<file path="config.mk">
export PLATFORM = sky130hd
export DESIGN_NAME = sscc_core
export DESIGN_NICKNAME = d
export VERILOG_FILES = /design/src/common/sscc_pkg.sv /design/src/rtl/sscc_core.sv /design/src/rtl/sscc_clk_div.sv
export SDC_FILE = /design/constraint.sdc
export NUM_CORES = 1
export LEC_CHECK = 0
export ABC_AREA = 1
export ABC_CLOCK_PERIOD_IN_PS = 19500
export BUFFER_PORTS_ARGS = -buffer_cell sky130_fd_sc_hd__buf_2
export CELL_PAD_IN_SITES_DETAIL_PLACEMENT = 1
export CELL_PAD_IN_SITES_GLOBAL_PLACEMENT = 2
export CORE_ASPECT_RATIO = 0.8
export CORE_MARGIN = 3
export CORE_UTILIZATION = 35
export DETAILED_ROUTE_END_ITERATION = 8
export PLACE_DENSITY_LB_ADDON = 0.1
export SYNTH_ARGS = -nofsm -noshare
export SYNTH_HDL_FRONTEND = slang
export SYNTH_SLANG_ARGS = --single-unit
</file>
<file path="constraint.sdc">
create_clock -name clk -period 19.5 [get_ports clk]
set_input_delay 5.85 -clock clk [delete_from_list [all_inputs] [get_ports clk]]
set_output_delay 5.85 -clock clk [all_outputs]
set_load 0.005 [all_outputs]
</file>
<file path="src/common/sscc_pkg.sv">
// Constants and types shared by the synchronous serial clock core
package sscc_pkg;
	localparam int          DATA_W      = 32;
	localparam int          DIV_W       = 12;
	localparam logic [11:0] DIV_MAX     = 12'hfff;
	localparam int          ADDR_W      = 8;
	// Register byte addresses
	localparam logic [7:0]  REG_CTRL    = 8'h00;
	localparam logic [7:0]  REG_CMR     = 8'h04;
	localparam logic [7:0]  REG_TCMR    = 8'h08;
	localparam logic [7:0]  REG_RCMR    = 8'h0c;
	localparam logic [7:0]  REG_THR     = 8'h10;
	localparam logic [7:0]  REG_RHR     = 8'h14;
	localparam logic [7:0]  REG_SR      = 8'h18;
	localparam logic [7:0]  REG_IER     = 8'h1c;
	localparam logic [7:0]  REG_IDR     = 8'h20;
	localparam logic [7:0]  REG_IMR     = 8'h24;
	// Control bits
	localparam int          CTRL_RXEN   = 0;
	localparam int          CTRL_RXDIS  = 1;
	localparam int          CTRL_TXEN   = 8;
	localparam int          CTRL_TXDIS  = 9;
	// Clock mode fields (TCMR/RCMR)
	localparam int          CM_CKS_LO   = 0;
	localparam int          CM_CKO      = 2;
	localparam int          CM_START_LO = 8;
	localparam int          CM_LEN_LO   = 16;
	// Status bits
	localparam int          SR_TX_FREE  = 0;
	localparam int          SR_TX_EMPTY = 1;
	localparam int          SR_RX_FULL  = 4;
	localparam int          SR_OVRUN    = 5;
	localparam int          SR_TXEN     = 16;
	localparam int          SR_RXEN     = 17;
	localparam int          SR_W        = 6;
	localparam logic [1:0]  RESP_OKAY   = 2'b00;
	localparam logic [1:0]  RESP_SLVERR = 2'b10;
	typedef enum logic [1:0] {
		SSCC_CKS_DIV   = 2'b00,
		SSCC_CKS_OTHER = 2'b01,
		SSCC_CKS_PAD   = 2'b10
	} sscc_cks_t;
	typedef enum logic [2:0] {
		SSCC_ST_CONT  = 3'b000,
		SSCC_ST_OTHER = 3'b001,
		SSCC_ST_LOW   = 3'b010,
		SSCC_ST_HIGH  = 3'b011,
		SSCC_ST_FALL  = 3'b100,
		SSCC_ST_RISE  = 3'b101,
		SSCC_ST_ANY   = 3'b110
	} sscc_start_t;
	typedef enum logic [1:0] {
		SSCC_IDLE  = 2'b00,
		SSCC_WAIT  = 2'b01,
		SSCC_SHIFT = 2'b10
	} sscc_state_t;
endpackage : sscc_pkg

</file>
<file path="src/rtl/sscc_core.sv">
// Synchronous serial controller core with AXI4-Lite registers
//
// Overview of operation
// RULE_01: Independent transmitter and receiver share one clock divider.
// RULE_02: Each direction has data, bit clock and frame sync lines.
// RULE_03: Transfers start continuously or on a selected frame sync event.
// RULE_04: Receiver may use transmit clock and/or start with transmitter.
// RULE_05: Transmitter may use receive clock and/or start with receiver.
// RULE_06: External bit clocks must not exceed half the master clock.
// RULE_07: Transmit clock comes from its pad, receive clock or divider.
// RULE_08: Receive clock comes from its pad, transmit clock or divider.
// RULE_09: Each direction can drive its own clock pad out.
// RULE_10: Divider setting is 12 bits, max 4095, ratio up to 8190.
// RULE_11: Setting zero keeps the divider idle with no clock.
// RULE_12: Divided frequency is master clock over twice the setting.
// RULE_13: Each divided clock phase lasts exactly setting master cycles.
// RULE_14: The one divided clock feeds both transmitter and receiver.
// RULE_15: Interrupt asserts while any unmasked source is pending.
// RULE_16: Status register shows which sources are pending.
// RULE_17: Two DMA request channels, one per direction, 32-bit words.
// RULE_18: Transmit-empty when holding and shifter empty; ready on load.
// RULE_19: Unread received word overwritten sets the overrun flag.
// RULE_20: External clocks and frame syncs are synchronised first.
// RULE_21: Writing the divider setting restarts its phase count.
`timescale 1ns/1ps
`default_nettype none
module sscc_core
	import sscc_pkg::*;
(
	input  wire logic              clk,
	input  wire logic              rst,
	input  wire logic              ce,
	input  wire logic [ADDR_W-1:0] s_axi_awaddr,
	input  wire logic              s_axi_awvalid,
	output logic                   s_axi_awready,
	input  wire logic [31:0]       s_axi_wdata,
	input  wire logic [3:0]        s_axi_wstrb,
	input  wire logic              s_axi_wvalid,
	output logic                   s_axi_wready,
	output logic [1:0]             s_axi_bresp,
	output logic                   s_axi_bvalid,
	input  wire logic              s_axi_bready,
	input  wire logic [ADDR_W-1:0] s_axi_araddr,
	input  wire logic              s_axi_arvalid,
	output logic                   s_axi_arready,
	output logic [31:0]            s_axi_rdata,
	output logic [1:0]             s_axi_rresp,
	output logic                   s_axi_rvalid,
	input  wire logic              s_axi_rready,
	output logic                   tx_serial_out,
	input  wire logic              rx_serial_in,
	input  wire logic              tx_bit_clock_pad_i,
	output logic                   tx_bit_clock_pad_o,
	output logic                   tx_bit_clock_pad_oe,
	input  wire logic              rx_bit_clock_pad_i,
	output logic                   rx_bit_clock_pad_o,
	output logic                   rx_bit_clock_pad_oe,
	input  wire logic              tx_frame_sync_pad,
	input  wire logic              rx_frame_sync_pad,
	output logic                   irq,
	output logic                   dma_tx_req,
	output logic                   dma_rx_req
);
	logic [DIV_W-1:0]  div;
	logic [31:0]       tcmr;
	logic [31:0]       rcmr;
	logic [SR_W-1:0]   imr;
	logic              tx_en;
	logic              rx_en;
	logic [31:0]       thr;
	logic [31:0]       tsr;
	logic [31:0]       rhr;
	logic [31:0]       rsr;
	logic              thr_full;
	logic              tsr_full;
	logic              tx_all_empty_flag;
	logic              tx_holding_free_flag;
	logic              rx_holding_full_flag;
	logic              rx_overrun_flag;
	logic [4:0]        tx_cnt;
	logic [4:0]        rx_cnt;
	sscc_state_t       tx_state;
	sscc_state_t       rx_state;
	logic [1:0]        txc_sync;
	logic [1:0]        rxc_sync;
	logic [1:0]        txfs_sync;
	logic [1:0]        rxfs_sync;
	logic              txfs_q;
	logic              rxfs_q;
	logic              tx_bclk;
	logic              rx_bclk;
	logic              tx_bclk_q;
	logic              rx_bclk_q;
	logic              tx_fall;
	logic              rx_rise;
	logic              div_clk;
	logic              div_wr;
	logic              aw_hold;
	logic              w_hold;
	logic [ADDR_W-1:0] aw_addr;
	logic [31:0]       w_data;
	logic              wr_go;
	logic              rd_go;
	logic              thr_wr;
	logic              rhr_rd;
	logic              tx_load;
	logic              rx_done;
	logic              tx_start_now;
	logic              rx_start_now;
	logic [SR_W-1:0]   sr_pend;

	// Selects a bit clock from its three candidate sources [RULE_07] [RULE_08]
	function automatic logic pick_clk(input logic [1:0] cks, input logic divc,
		input logic other, input logic pad);
		unique case (cks)
			SSCC_CKS_DIV:   pick_clk = divc; // [RULE_14]
			SSCC_CKS_OTHER: pick_clk = other;
			SSCC_CKS_PAD:   pick_clk = pad;
			default:        pick_clk = 1'b0;
		endcase
	endfunction : pick_clk

	// Evaluates the start condition on a frame sync line [RULE_03]
	function automatic logic start_hit(input logic [2:0] sel, input logic fs,
		input logic fs_q, input logic other_go, input logic cont_ok);
		unique case (sel)
			SSCC_ST_CONT:  start_hit = cont_ok;
			SSCC_ST_OTHER: start_hit = other_go;
			SSCC_ST_LOW:   start_hit = !fs;
			SSCC_ST_HIGH:  start_hit = fs;
			SSCC_ST_FALL:  start_hit = fs_q && !fs;
			SSCC_ST_RISE:  start_hit = !fs_q && fs;
			SSCC_ST_ANY:   start_hit = fs_q != fs;
			default:       start_hit = 1'b0;
		endcase
	endfunction : start_hit

	// Clock divider shared by both directions [RULE_01] [RULE_10]
	sscc_clk_div #(
		.W (DIV_W)
	) u_div (
		.clk      (clk),
		.rst      (rst),
		.ce       (ce),
		.div      (div),
		.div_wr   (div_wr),
		.div_clk  (div_clk),
		.div_rise (),
		.div_fall ()
	);

	// Pad synchronisers, first stage read only by second [RULE_20] [RULE_06] [RULE_02]
	always_ff @(posedge clk or posedge rst) begin
		if (rst) begin
			txc_sync  <= '0;
			rxc_sync  <= '0;
			txfs_sync <= '0;
			rxfs_sync <= '0;
			txfs_q    <= 1'b0;
			rxfs_q    <= 1'b0;
		end else if (ce) begin
			txc_sync  <= {txc_sync[0], tx_bit_clock_pad_i};
			rxc_sync  <= {rxc_sync[0], rx_bit_clock_pad_i};
			txfs_sync <= {txfs_sync[0], tx_frame_sync_pad};
			rxfs_sync <= {rxfs_sync[0], rx_frame_sync_pad};
			txfs_q    <= txfs_sync[1];
			rxfs_q    <= rxfs_sync[1];
		end
	end

	// Cross-selected bit clocks; other-source loops fall back to divider
	assign tx_bclk = pick_clk(tcmr[CM_CKS_LO+:2], div_clk,
		(rcmr[CM_CKS_LO+:2] == SSCC_CKS_PAD) ? rxc_sync[1] : div_clk, txc_sync[1]); // [RULE_05]
	assign rx_bclk = pick_clk(rcmr[CM_CKS_LO+:2], div_clk,
		(tcmr[CM_CKS_LO+:2] == SSCC_CKS_PAD) ? txc_sync[1] : div_clk, rxc_sync[1]); // [RULE_04]

	always_ff @(posedge clk or posedge rst) begin
		if (rst) begin
			tx_bclk_q <= 1'b0;
			rx_bclk_q <= 1'b0;
		end else if (ce) begin
			tx_bclk_q <= tx_bclk;
			rx_bclk_q <= rx_bclk;
		end
	end

	assign tx_fall = ce && tx_bclk_q && !tx_bclk;
	assign rx_rise = ce && !rx_bclk_q && rx_bclk;

	// Clock pad drive [RULE_09]
	assign tx_bit_clock_pad_oe = tcmr[CM_CKO];
	assign tx_bit_clock_pad_o  = tcmr[CM_CKO] && tx_bclk;
	assign rx_bit_clock_pad_oe = rcmr[CM_CKO];
	assign rx_bit_clock_pad_o  = rcmr[CM_CKO] && rx_bclk;

	// AXI4-Lite write channel
	assign s_axi_awready = !aw_hold && !s_axi_bvalid;
	assign s_axi_wready  = !w_hold && !s_axi_bvalid;
	assign wr_go  = ce && aw_hold && w_hold && !s_axi_bvalid;
	assign div_wr = wr_go && aw_addr == REG_CMR;
	assign thr_wr = wr_go && aw_addr == REG_THR;

	always_ff @(posedge clk or posedge rst) begin
		if (rst) begin
			aw_hold      <= 1'b0;
			w_hold       <= 1'b0;
			aw_addr      <= '0;
			w_data       <= '0;
			s_axi_bvalid <= 1'b0;
			s_axi_bresp  <= RESP_OKAY;
		end else if (ce) begin
			if (s_axi_awvalid && s_axi_awready) begin
				aw_hold <= 1'b1;
				aw_addr <= s_axi_awaddr;
			end
			if (s_axi_wvalid && s_axi_wready) begin
				w_hold <= 1'b1;
				w_data <= s_axi_wdata;
			end
			if (wr_go) begin
				aw_hold      <= 1'b0;
				w_hold       <= 1'b0;
				s_axi_bvalid <= 1'b1;
				s_axi_bresp  <= (aw_addr > REG_IMR || aw_addr[1:0] != 2'b00) ?
					RESP_SLVERR : RESP_OKAY;
			end else if (s_axi_bready) begin
				s_axi_bvalid <= 1'b0;
			end
		end
	end

	// Configuration registers
	always_ff @(posedge clk or posedge rst) begin
		if (rst) begin
			div   <= '0;
			tcmr  <= '0;
			rcmr  <= '0;
			imr   <= '0;
			tx_en <= 1'b0;
			rx_en <= 1'b0;
		end else if (wr_go) begin
			unique case (aw_addr)
				REG_CTRL: begin
					if (w_data[CTRL_TXDIS])
						tx_en <= 1'b0;
					else if (w_data[CTRL_TXEN])
						tx_en <= 1'b1;
					if (w_data[CTRL_RXDIS])
						rx_en <= 1'b0;
					else if (w_data[CTRL_RXEN])
						rx_en <= 1'b1;
				end
				REG_CMR:  div  <= w_data[DIV_W-1:0];
				REG_TCMR: tcmr <= w_data;
				REG_RCMR: rcmr <= w_data;
				REG_IER:  imr  <= imr | w_data[SR_W-1:0]; // [RULE_15]
				REG_IDR:  imr  <= imr & ~w_data[SR_W-1:0];
				default:  ;
			endcase
		end
	end

	// AXI4-Lite read channel; reading the receive word clears its flags
	assign s_axi_arready = !s_axi_rvalid;
	assign rd_go  = ce && s_axi_arvalid && s_axi_arready;
	assign rhr_rd = rd_go && s_axi_araddr == REG_RHR;
	assign sr_pend = {rx_overrun_flag, rx_holding_full_flag, 2'b00,
		tx_all_empty_flag, tx_holding_free_flag};

	always_ff @(posedge clk or posedge rst) begin
		if (rst) begin
			s_axi_rvalid <= 1'b0;
			s_axi_rdata  <= '0;
			s_axi_rresp  <= RESP_OKAY;
		end else if (ce) begin
			if (rd_go) begin
				s_axi_rvalid <= 1'b1;
				s_axi_rresp  <= RESP_OKAY;
				unique case (s_axi_araddr)
					REG_CMR:  s_axi_rdata <= 32'(div);
					REG_TCMR: s_axi_rdata <= tcmr;
					REG_RCMR: s_axi_rdata <= rcmr;
					REG_THR:  s_axi_rdata <= thr;
					REG_RHR:  s_axi_rdata <= rhr;
					REG_SR:   s_axi_rdata <= 32'(sr_pend) | (32'(tx_en) << SR_TXEN)
						| (32'(rx_en) << SR_RXEN); // [RULE_16]
					REG_IMR:  s_axi_rdata <= 32'(imr);
					REG_CTRL, REG_IER, REG_IDR: s_axi_rdata <= '0;
					default: begin
						s_axi_rdata <= '0;
						s_axi_rresp <= RESP_SLVERR;
					end
				endcase
			end else if (s_axi_rready) begin
				s_axi_rvalid <= 1'b0;
			end
		end
	end

	assign irq        = |(sr_pend & imr); // [RULE_15]
	assign dma_tx_req = tx_en && tx_holding_free_flag; // [RULE_17]
	assign dma_rx_req = rx_holding_full_flag; // [RULE_17]

	// Start events, cross-triggered [RULE_03] [RULE_04] [RULE_05]
	assign tx_start_now = start_hit(tcmr[CM_START_LO+:3], txfs_sync[1], txfs_q,
		rx_state == SSCC_SHIFT, thr_full || tsr_full);
	// Receiver joins at the first transmitted bit, never sampling a stale one
	assign rx_start_now = start_hit(rcmr[CM_START_LO+:3], rxfs_sync[1], rxfs_q,
		tx_state == SSCC_SHIFT && tx_fall, 1'b1);

	assign tx_load = tx_en && thr_full && !tsr_full;

	// Transmitter: holding word, shifter, flags [RULE_18]
	always_ff @(posedge clk or posedge rst) begin
		if (rst) begin
			thr      <= '0;
			tsr      <= '0;
			thr_full <= 1'b0;
			tsr_full <= 1'b0;
			tx_cnt   <= '0;
			tx_state <= SSCC_IDLE;
			tx_serial_out <= 1'b0;
		end else if (ce) begin
			if (thr_wr) begin
				thr      <= w_data;
				thr_full <= 1'b1;
			end else if (tx_load) begin
				thr_full <= 1'b0;
			end
			if (tx_load) begin
				tsr      <= thr;
				tsr_full <= 1'b1;
			end
			unique case (tx_state)
				SSCC_IDLE: if (tx_en && (tsr_full || tx_load))
					tx_state <= SSCC_WAIT;
				SSCC_WAIT: if (!tx_en)
					tx_state <= SSCC_IDLE;
				else if (tx_start_now && tsr_full) begin
					tx_state <= SSCC_SHIFT;
					tx_cnt   <= tcmr[CM_LEN_LO+:5];
				end
				SSCC_SHIFT: if (tx_fall) begin
					tx_serial_out <= tsr[DATA_W-1];
					tsr <= {tsr[DATA_W-2:0], 1'b0};
					if (tx_cnt == '0) begin
						tsr_full <= 1'b0;
						tx_state <= SSCC_IDLE;
					end else begin
						tx_cnt <= tx_cnt - 5'd1;
					end
				end
				default: tx_state <= SSCC_IDLE;
			endcase
		end
	end

	assign tx_holding_free_flag = !thr_full; // [RULE_18]
	assign tx_all_empty_flag    = !thr_full && !tsr_full; // [RULE_18]
	assign rx_done = rx_state == SSCC_SHIFT && rx_rise && rx_cnt == '0;

	// Receiver: shifter, holding word, overrun [RULE_19]
	always_ff @(posedge clk or posedge rst) begin
		if (rst) begin
			rsr      <= '0;
			rhr      <= '0;
			rx_cnt   <= '0;
			rx_state <= SSCC_IDLE;
			rx_holding_full_flag <= 1'b0;
			rx_overrun_flag      <= 1'b0;
		end else if (ce) begin
			if (rx_done) begin
				rhr <= {rsr[DATA_W-2:0], rx_serial_in};
				rx_holding_full_flag <= 1'b1;
			end else if (rhr_rd) begin
				rx_holding_full_flag <= 1'b0;
			end
			if (rx_done && rx_holding_full_flag && !rhr_rd)
				rx_overrun_flag <= 1'b1; // [RULE_19]
			else if (rhr_rd)
				rx_overrun_flag <= 1'b0;
			unique case (rx_state)
				SSCC_IDLE: if (rx_en)
					rx_state <= SSCC_WAIT;
				SSCC_WAIT: if (!rx_en)
					rx_state <= SSCC_IDLE;
				else if (rx_start_now) begin
					rx_state <= SSCC_SHIFT;
					rx_cnt   <= rcmr[CM_LEN_LO+:5];
				end
				SSCC_SHIFT: if (rx_rise) begin
					rsr <= {rsr[DATA_W-2:0], rx_serial_in};
					if (rx_cnt == '0)
						rx_state <= SSCC_IDLE;
					else
						rx_cnt <= rx_cnt - 5'd1;
				end
				default: rx_state <= SSCC_IDLE;
			endcase
		end
	end
endmodule : sscc_core
`default_nettype wire

</file>
<file path="src/rtl/sscc_clk_div.sv">
// Master clock divider with 50% duty divided clock
`timescale 1ns/1ps
`default_nettype none
module sscc_clk_div
	import sscc_pkg::*;
#(
	parameter int W = DIV_W
) (
	input  wire logic         clk,
	input  wire logic         rst,
	input  wire logic         ce,
	input  wire logic [W-1:0] div,
	input  wire logic         div_wr,
	output logic              div_clk,
	output logic              div_rise,
	output logic              div_fall
);
	logic [W-1:0] cnt;
	logic         last;

	assign last     = (cnt == div - W'(1));
	assign div_rise = ce && (div != '0) && last && !div_wr && !div_clk;
	assign div_fall = ce && (div != '0) && last && !div_wr && div_clk;

	always_ff @(posedge clk or posedge rst) begin
		if (rst) begin
			cnt     <= '0;
			div_clk <= 1'b0;
		end else if (ce) begin
			if (div_wr || div == '0) begin // [RULE_11] [RULE_21]
				cnt     <= '0;
				div_clk <= 1'b0;
			end else if (last) begin // [RULE_12] [RULE_13]
				cnt     <= '0;
				div_clk <= !div_clk;
			end else begin
				cnt <= cnt + W'(1);
			end
		end
	end
endmodule : sscc_clk_div
`default_nettype wire

</file>
# Word level (Yosys, flattened, before mapping)
# Cells that the tools add are included.
# Widths: inputs -> output; s select.
# totals
ff_bits	335
input_bits	65
out_inout_bits	49
elab_cells	265
# op_classes
add_sub_neg	4
n_lt_le_gt_ge	1
n_eq_ne	52
n_mux	60
bitwise	6
n_reduce_logical	104
# op_table
cell	n
$pmux 32 s7	1
$mux 32	3
$eq 8x5->1 const B	6
$mux 5	8
$reduce_and 2->1	18
$logic_and 1x1->1	33
$eq 8x4->1 const B	4
$reduce_bool 2->1	14
$mux 1	25
$eq 8x6->1 const B	3
$mux 12	2
$mux 2	12
$ne 2x2->1 const B	10
$pmux 5 s2	2
$eq 3x3->1 const B	6
$or 17x18->18	1
$or 6x17->17	1
$eq 8x3->1 const B	2
$logic_not 8->1	2
$logic_not 1->1	14
$pmux 1 s7	2
$add 12x1->12 const B	1
$and 6x6->6	2
$eq 12x12->1	1
25 further kinds	54

# Depth between registers and ports, before layout
# logic_depth
word_depth	10
mapped_depth	15
mapped_depth_nobuf	15

# By module
# A second synthesis with hierarchy kept.
# unflattened
cells_unflattened	1922
area_unflattened_um2	15820.2
# modules_own_cells
mod	n_inst	cells_each	area_each_um2
sscc_core	1	1720	14451.4
sscc_clk_div	1	202	1368.8

# Least setup slack after synthesis
# OpenSTA, ideal clock, no wires.
# synth_timing
path_type	input port to flip-flop
startpoint	input port ce
endpoint	register u_div.cnt[2]
setup_time_ns	0.138
arrival_ns	6.949
slack_ns	12.413
stages	11
path_cell_list	buf_4 > inv_2 > nor2_4 > nand3_2 > nor2_2 > nand2_2 > o41ai_1 > inv_1 > nand2_2 > buf_6 > a21oi_2
# synth_between
elab_chain_len	6
# synth_lines
element	line_no	text
start: declaration	sscc_core.sv:32	input wire logic ce,
$logic_and 1x1->1 (3 in a row)	sscc_core.sv:199	assign wr_go = ce && aw_hold && w_hold && !s_axi_bvalid;
$logic_and 1x1->1	sscc_core.sv:200	assign div_wr = wr_go && aw_addr == REG_CMR;
$logic_or 1x1->1	sscc_clk_div.sv:30	if (div_wr || div == '0) begin
$mux 12	sscc_clk_div.sv:30	
end signal: assignment	sscc_clk_div.sv:37	cnt <= cnt + W'(1);
end: declaration	sscc_clk_div.sv:18	logic [W-1:0] cnt;
# Parallel ways exist; a longest one is shown, timed or not.
# A chain may end at the register's enable or synchronous reset.

# Worst setup path in the final report
# layout_timing
startpoint	input port ce
endpoint	register rhr[17]
# layout_between
elab_chain_len	5
# layout_lines
element	line_no	text
$logic_and 1x1->1 (2 in a row)	sscc_core.sv:188	assign rx_rise = ce && !rx_bclk_q && rx_bclk;
$logic_and 1x1->1 (2 in a row)	sscc_core.sv:360	assign rx_done = rx_state == SSCC_SHIFT && rx_rise && rx_cnt == '0;
$reduce_and 2->1 (no source line) (*)	--	
end signal: assignment	sscc_core.sv:373	rhr <= {rsr[DATA_W-2:0], rx_serial_in};
end: declaration	sscc_core.sv:72	logic [31:0] rhr;
# Every way passes the cells marked *; elsewhere a longest branch is shown, timed or not.

==> impl_metrics.toml <==
[run_status]
outcome = "completed"

[timing]
post-route-period-util = 0.428
slew_headroom = 0.301
final.setup.worst_slack_ns = 11.15
fmax_ghz = 0.120
finalHoldWorstSlack_ns = 0.473
finalClockSkew_ns = 0.0199
period_minus_slack_ns = 8.35
timing.final.hold_violations = 0
setup-violations-final = 0
slew_violations = 0
grt_setup_unrepaired = "false"
slew_at_the_pin_closest_to_its_max_slew_limit_ns = 1.05
final_layout_setup_total_negative_slack_ns = 0

[synth]
yosysWarnings = 0
ys_seq_area_frac = 0.532
flip_flop_and_latch_count_after_synthesis = 333
synth_cell_types = 49
syn-instance-count = 1925
synth_area_per_cell_um2 = 8.14
synth_area_um2 = 15700

[clock_tree]
htree_levels = 2
cts_max_path_buffers = 3
insertion_delay_ns = 0.56
holdBufCountCts = 0
cts_setup_buffers = 0
cts_tree = "built"
post_cts_resize_count = 0
cts.clk_slew.worst_paths_ns = 0.06
numClockSinks = 333
cts-buffers-inserted = 39
cts-root-buf = "sky130_fd_sc_hd__clkbuf_16"

[power_and_ir_drop]
power.switching_fraction = 0.321
power.ir.vdd_worst_v = 0.0000590
cellPowerDensity_nw_per_um2 = 118
pwr-share-comb = 0.193
power_report.internal_total_mw = 1.44
sequentialPowerShare = 0.434
netSwitchingPower_uw = 683
leakagePower_nw = 8.48
power.clock.fraction = 0.373
post-layout-total-power_mw = 2.13

[floorplanning]
starting_density = 0.359
ios = 114
floorplan.rows = 68
core_um2 = 43600
die-height_um = 195
chipWidth_um = 242
design.die.area_um2 = 47300

[min_path]
worst_hold_path_type = "flop to flop"

[route]
finalWirelength_mm = 50.8
detailedRoute.firstIterationViolations = 815
topRoutingLayerUsed = "met5"
detailroute.wirelength.met2_mm = 20.9
avgRoutedWirePerCell_um = 19.4
dr_total_vias = 13300
viasPerCell = 5.06
final_antenna_net_count = 0
post-route-drc-count = 0
firstDrtPassIters = 5
routed-wl-met3_mm = 2.35
met1_length_mm = 26.7

[setup_path]
critPathBufInv = 5
critPathRequiredTime_ns = 19.92
setup.worst_path.start_class = "input port"
critical_path.slowest_cell = "sky130_fd_sc_hd__nand2_2"
setup.worst_path.end_class = "flop"
worstPathCellList = "buf_2, buf_4, inv_2, nor2_1, nand2_1, nor2_4, buf_4, nand2_2, buf_4, nand2_1, o21ai_0"
cpMostUsedCell = "sky130_fd_sc_hd__buf_4"
worstSetupPathType = "input port to flop"
cp.arrival_ns = 8.77
critical_path.max_fanout = 65
timing.critical_path.max_delay_family = "buffers and inverters"
crit_path_max_incr_delay_ns = 0.55

[global_route]
number_of_antenna_violations_at_the_first_check_in_global_routing = 2
via_count_of_the_first_global_routing_pass = 13800
largest_net_degree_at_the_start_of_global_routing = 78
grt.total_usage = 0.216
wire_length_of_the_first_global_routing_pass_mm = 80.2
globalRoute.totalOverflow = 0

[layout]
antennaDiodeCount = 0
area_of_all_placed_cells_without_fillers_um2 = 18100
areaGrowthSynthToFinish_pct = 15.3
num-nets-final = 2075
share_of_post_route_cells_with_drive_strength_above_1 = 0.122

[placement]
port_buffers = 107
dpl-instance-area_um2 = 16700
post-dp-hpwl_mm = 34.1
globalplace.congestion = 0.816
post-place-ws_ns = 10.53

[flow_run]
maxCapViolations = 0
cell usage after synthesis, drive strengths merged:
cell type | n | area (um2)
o221ai | 1 | 8.76
buf | 40 | 226
nand3b | 2 | 15.0
o41ai | 2 | 17.5
o21ai | 380 | 1900
a21oi | 58 | 328
dfrtp | 333 | 8330
a22o | 2 | 17.5
a211oi | 10 | 75.1
clkbuf | 54 | 206
nor3 | 11 | 60.1
o2111ai | 14 | 123
nand4 | 9 | 62.6
ha | 11 | 138
nor2 | 79 | 342
or2 | 3 | 18.8
a31o | 1 | 8.76
a21boi | 2 | 18.8
xnor2 | 5 | 43.8
xor2 | 11 | 104
o32ai | 1 | 8.76
a31oi | 2 | 12.5
nor4 | 1 | 6.26
o31ai | 1 | 7.51
o21a | 1 | 7.51
conb | 1 | 3.75
mux2 | 7 | 78.8
inv | 220 | 826
o22ai | 13 | 81.3
o211ai | 2 | 15.0
nand2 | 582 | 2210
nand3 | 66 | 355
worst min-delay path: cells and delay by family, from the launching register on:
kind,cells,cell delay (ns)
and+or+nand+nor,1,0.05
AOI/OAI and AO/OA,1,0.05
DFF,1,0.33
per-layer routing:
layer  track usage  up-vias
li1              -     6353
met1         0.334     6596
met2         0.319      240
met3        0.0328       65
met4        0.0452        4
met5             0        -
worst paths after layout:
| path | to | from | slack, ns | cells after the start |
|---|---|---|---|---|
| max | rhr[17]$_DFFE_PP0P_ | ce | 11.15 | 11 |
| min | s_axi_rdata[8]$_DFFE_PP0P_ | s_axi_rdata[8]$_DFFE_PP0P_ | 0.47 | 2 |
| max reg2reg | rhr[17]$_DFFE_PP0P_ | tcmr[0]$_DFFE_PP0P_ | 16.43 | 12 |
| min reg2reg | s_axi_rdata[8]$_DFFE_PP0P_ | s_axi_rdata[8]$_DFFE_PP0P_ | 0.47 | 2 |
| max in group asynchronous | rcmr[25]$_DFFE_PP0P_ | rst | 11.87 | 4 |
| min in group asynchronous | s_axi_rdata[3]$_DFFE_PP0P_ | rst | 5.36 | 2 |
cell usage in the layout, fill, tap and decap left out, types with 10 or more instances in the layout:
master                        n
sky130_fd_sc_hd__buf_4       19
sky130_fd_sc_hd__o21ai_1     13
sky130_fd_sc_hd__nand2_1    573
sky130_fd_sc_hd__xor2_1      10
sky130_fd_sc_hd__nand3_1     59
sky130_fd_sc_hd__o2111ai_1   14
sky130_fd_sc_hd__a21oi_2     10
sky130_fd_sc_hd__inv_1      212
sky130_fd_sc_hd__a21oi_1     48
sky130_fd_sc_hd__clkbuf_16   40
sky130_fd_sc_hd__o21ai_0    367
sky130_fd_sc_hd__buf_2      107
sky130_fd_sc_hd__a211oi_1    10
sky130_fd_sc_hd__ha_1        11
sky130_fd_sc_hd__o22ai_1     13
sky130_fd_sc_hd__nor2_1      67
sky130_fd_sc_hd__dfrtp_1    333
sky130_fd_sc_hd__nor3_1      10
cells by family (layout without fill, tap and decap cells):
logic type                 count (synthesis)  count (layout)  synth area share
other                                      1               2          0.000239
DFF                                      333             333             0.532
xor gates and xnor gates                  16              16           0.00943
and+or+nand+nor                          753             753             0.196
AOI/OAI and AO/OA                        490             490             0.168
buffers and inverters                    314             415            0.0804
adders and majority gates                 11              11           0.00879
muxes                                      7               7           0.00503
per-stage QoR:
step,instances,util
after floorplan,1926,-
after global placement,2553,0.382
after detailed placement,2553,0.382
after CTS,2622,0.414
after global routing,2622,0.414
final,2622,0.414
area by class of cell:
| type | count | area (um2) |
|---|---|---|
| Clock inverter | 16 | 254 |
| Fill cell | 5245 | 25600 |
| Clock buffer | 53 | 1120 |
| Multi-Input combinational cell | 1279 | 6090 |
| Inverter | 220 | 833 |
| Timing Repair Buffer | 126 | 678 |
| Tap cell | 595 | 744 |
| Sequential cell | 333 | 8330 |
sequential cells by signal, indices dropped and copies added, names as in the netlist, 2 cells and up, named ones only:
register,flops
rcmr,32
rhr,32
s_axi_rdata,32
tcmr,32
thr,32
tsr,32
w_data,32
rsr,31
div,12
u_div.cnt,12
aw_addr,8
rx_cnt,5
tx_cnt,5
rx_state,2
rxc_sync,2
rxfs_sync,2
tx_state,2
txc_sync,2
txfs_sync,2
power by group through the flow:
stage	sequential (mW)	combinational [mW]	clock [mW]
3_5_place_dp	0.933	0.413	0
6_report	0.924	0.410	0.793
5_1_grt	0.942	0.476	0.842
2_1_floorplan	0.908	0.282	0
3_3_place_gp	0.929	0.399	0
4_1_cts	0.924	0.417	0.815
Power figures use the tool's default switching activity.
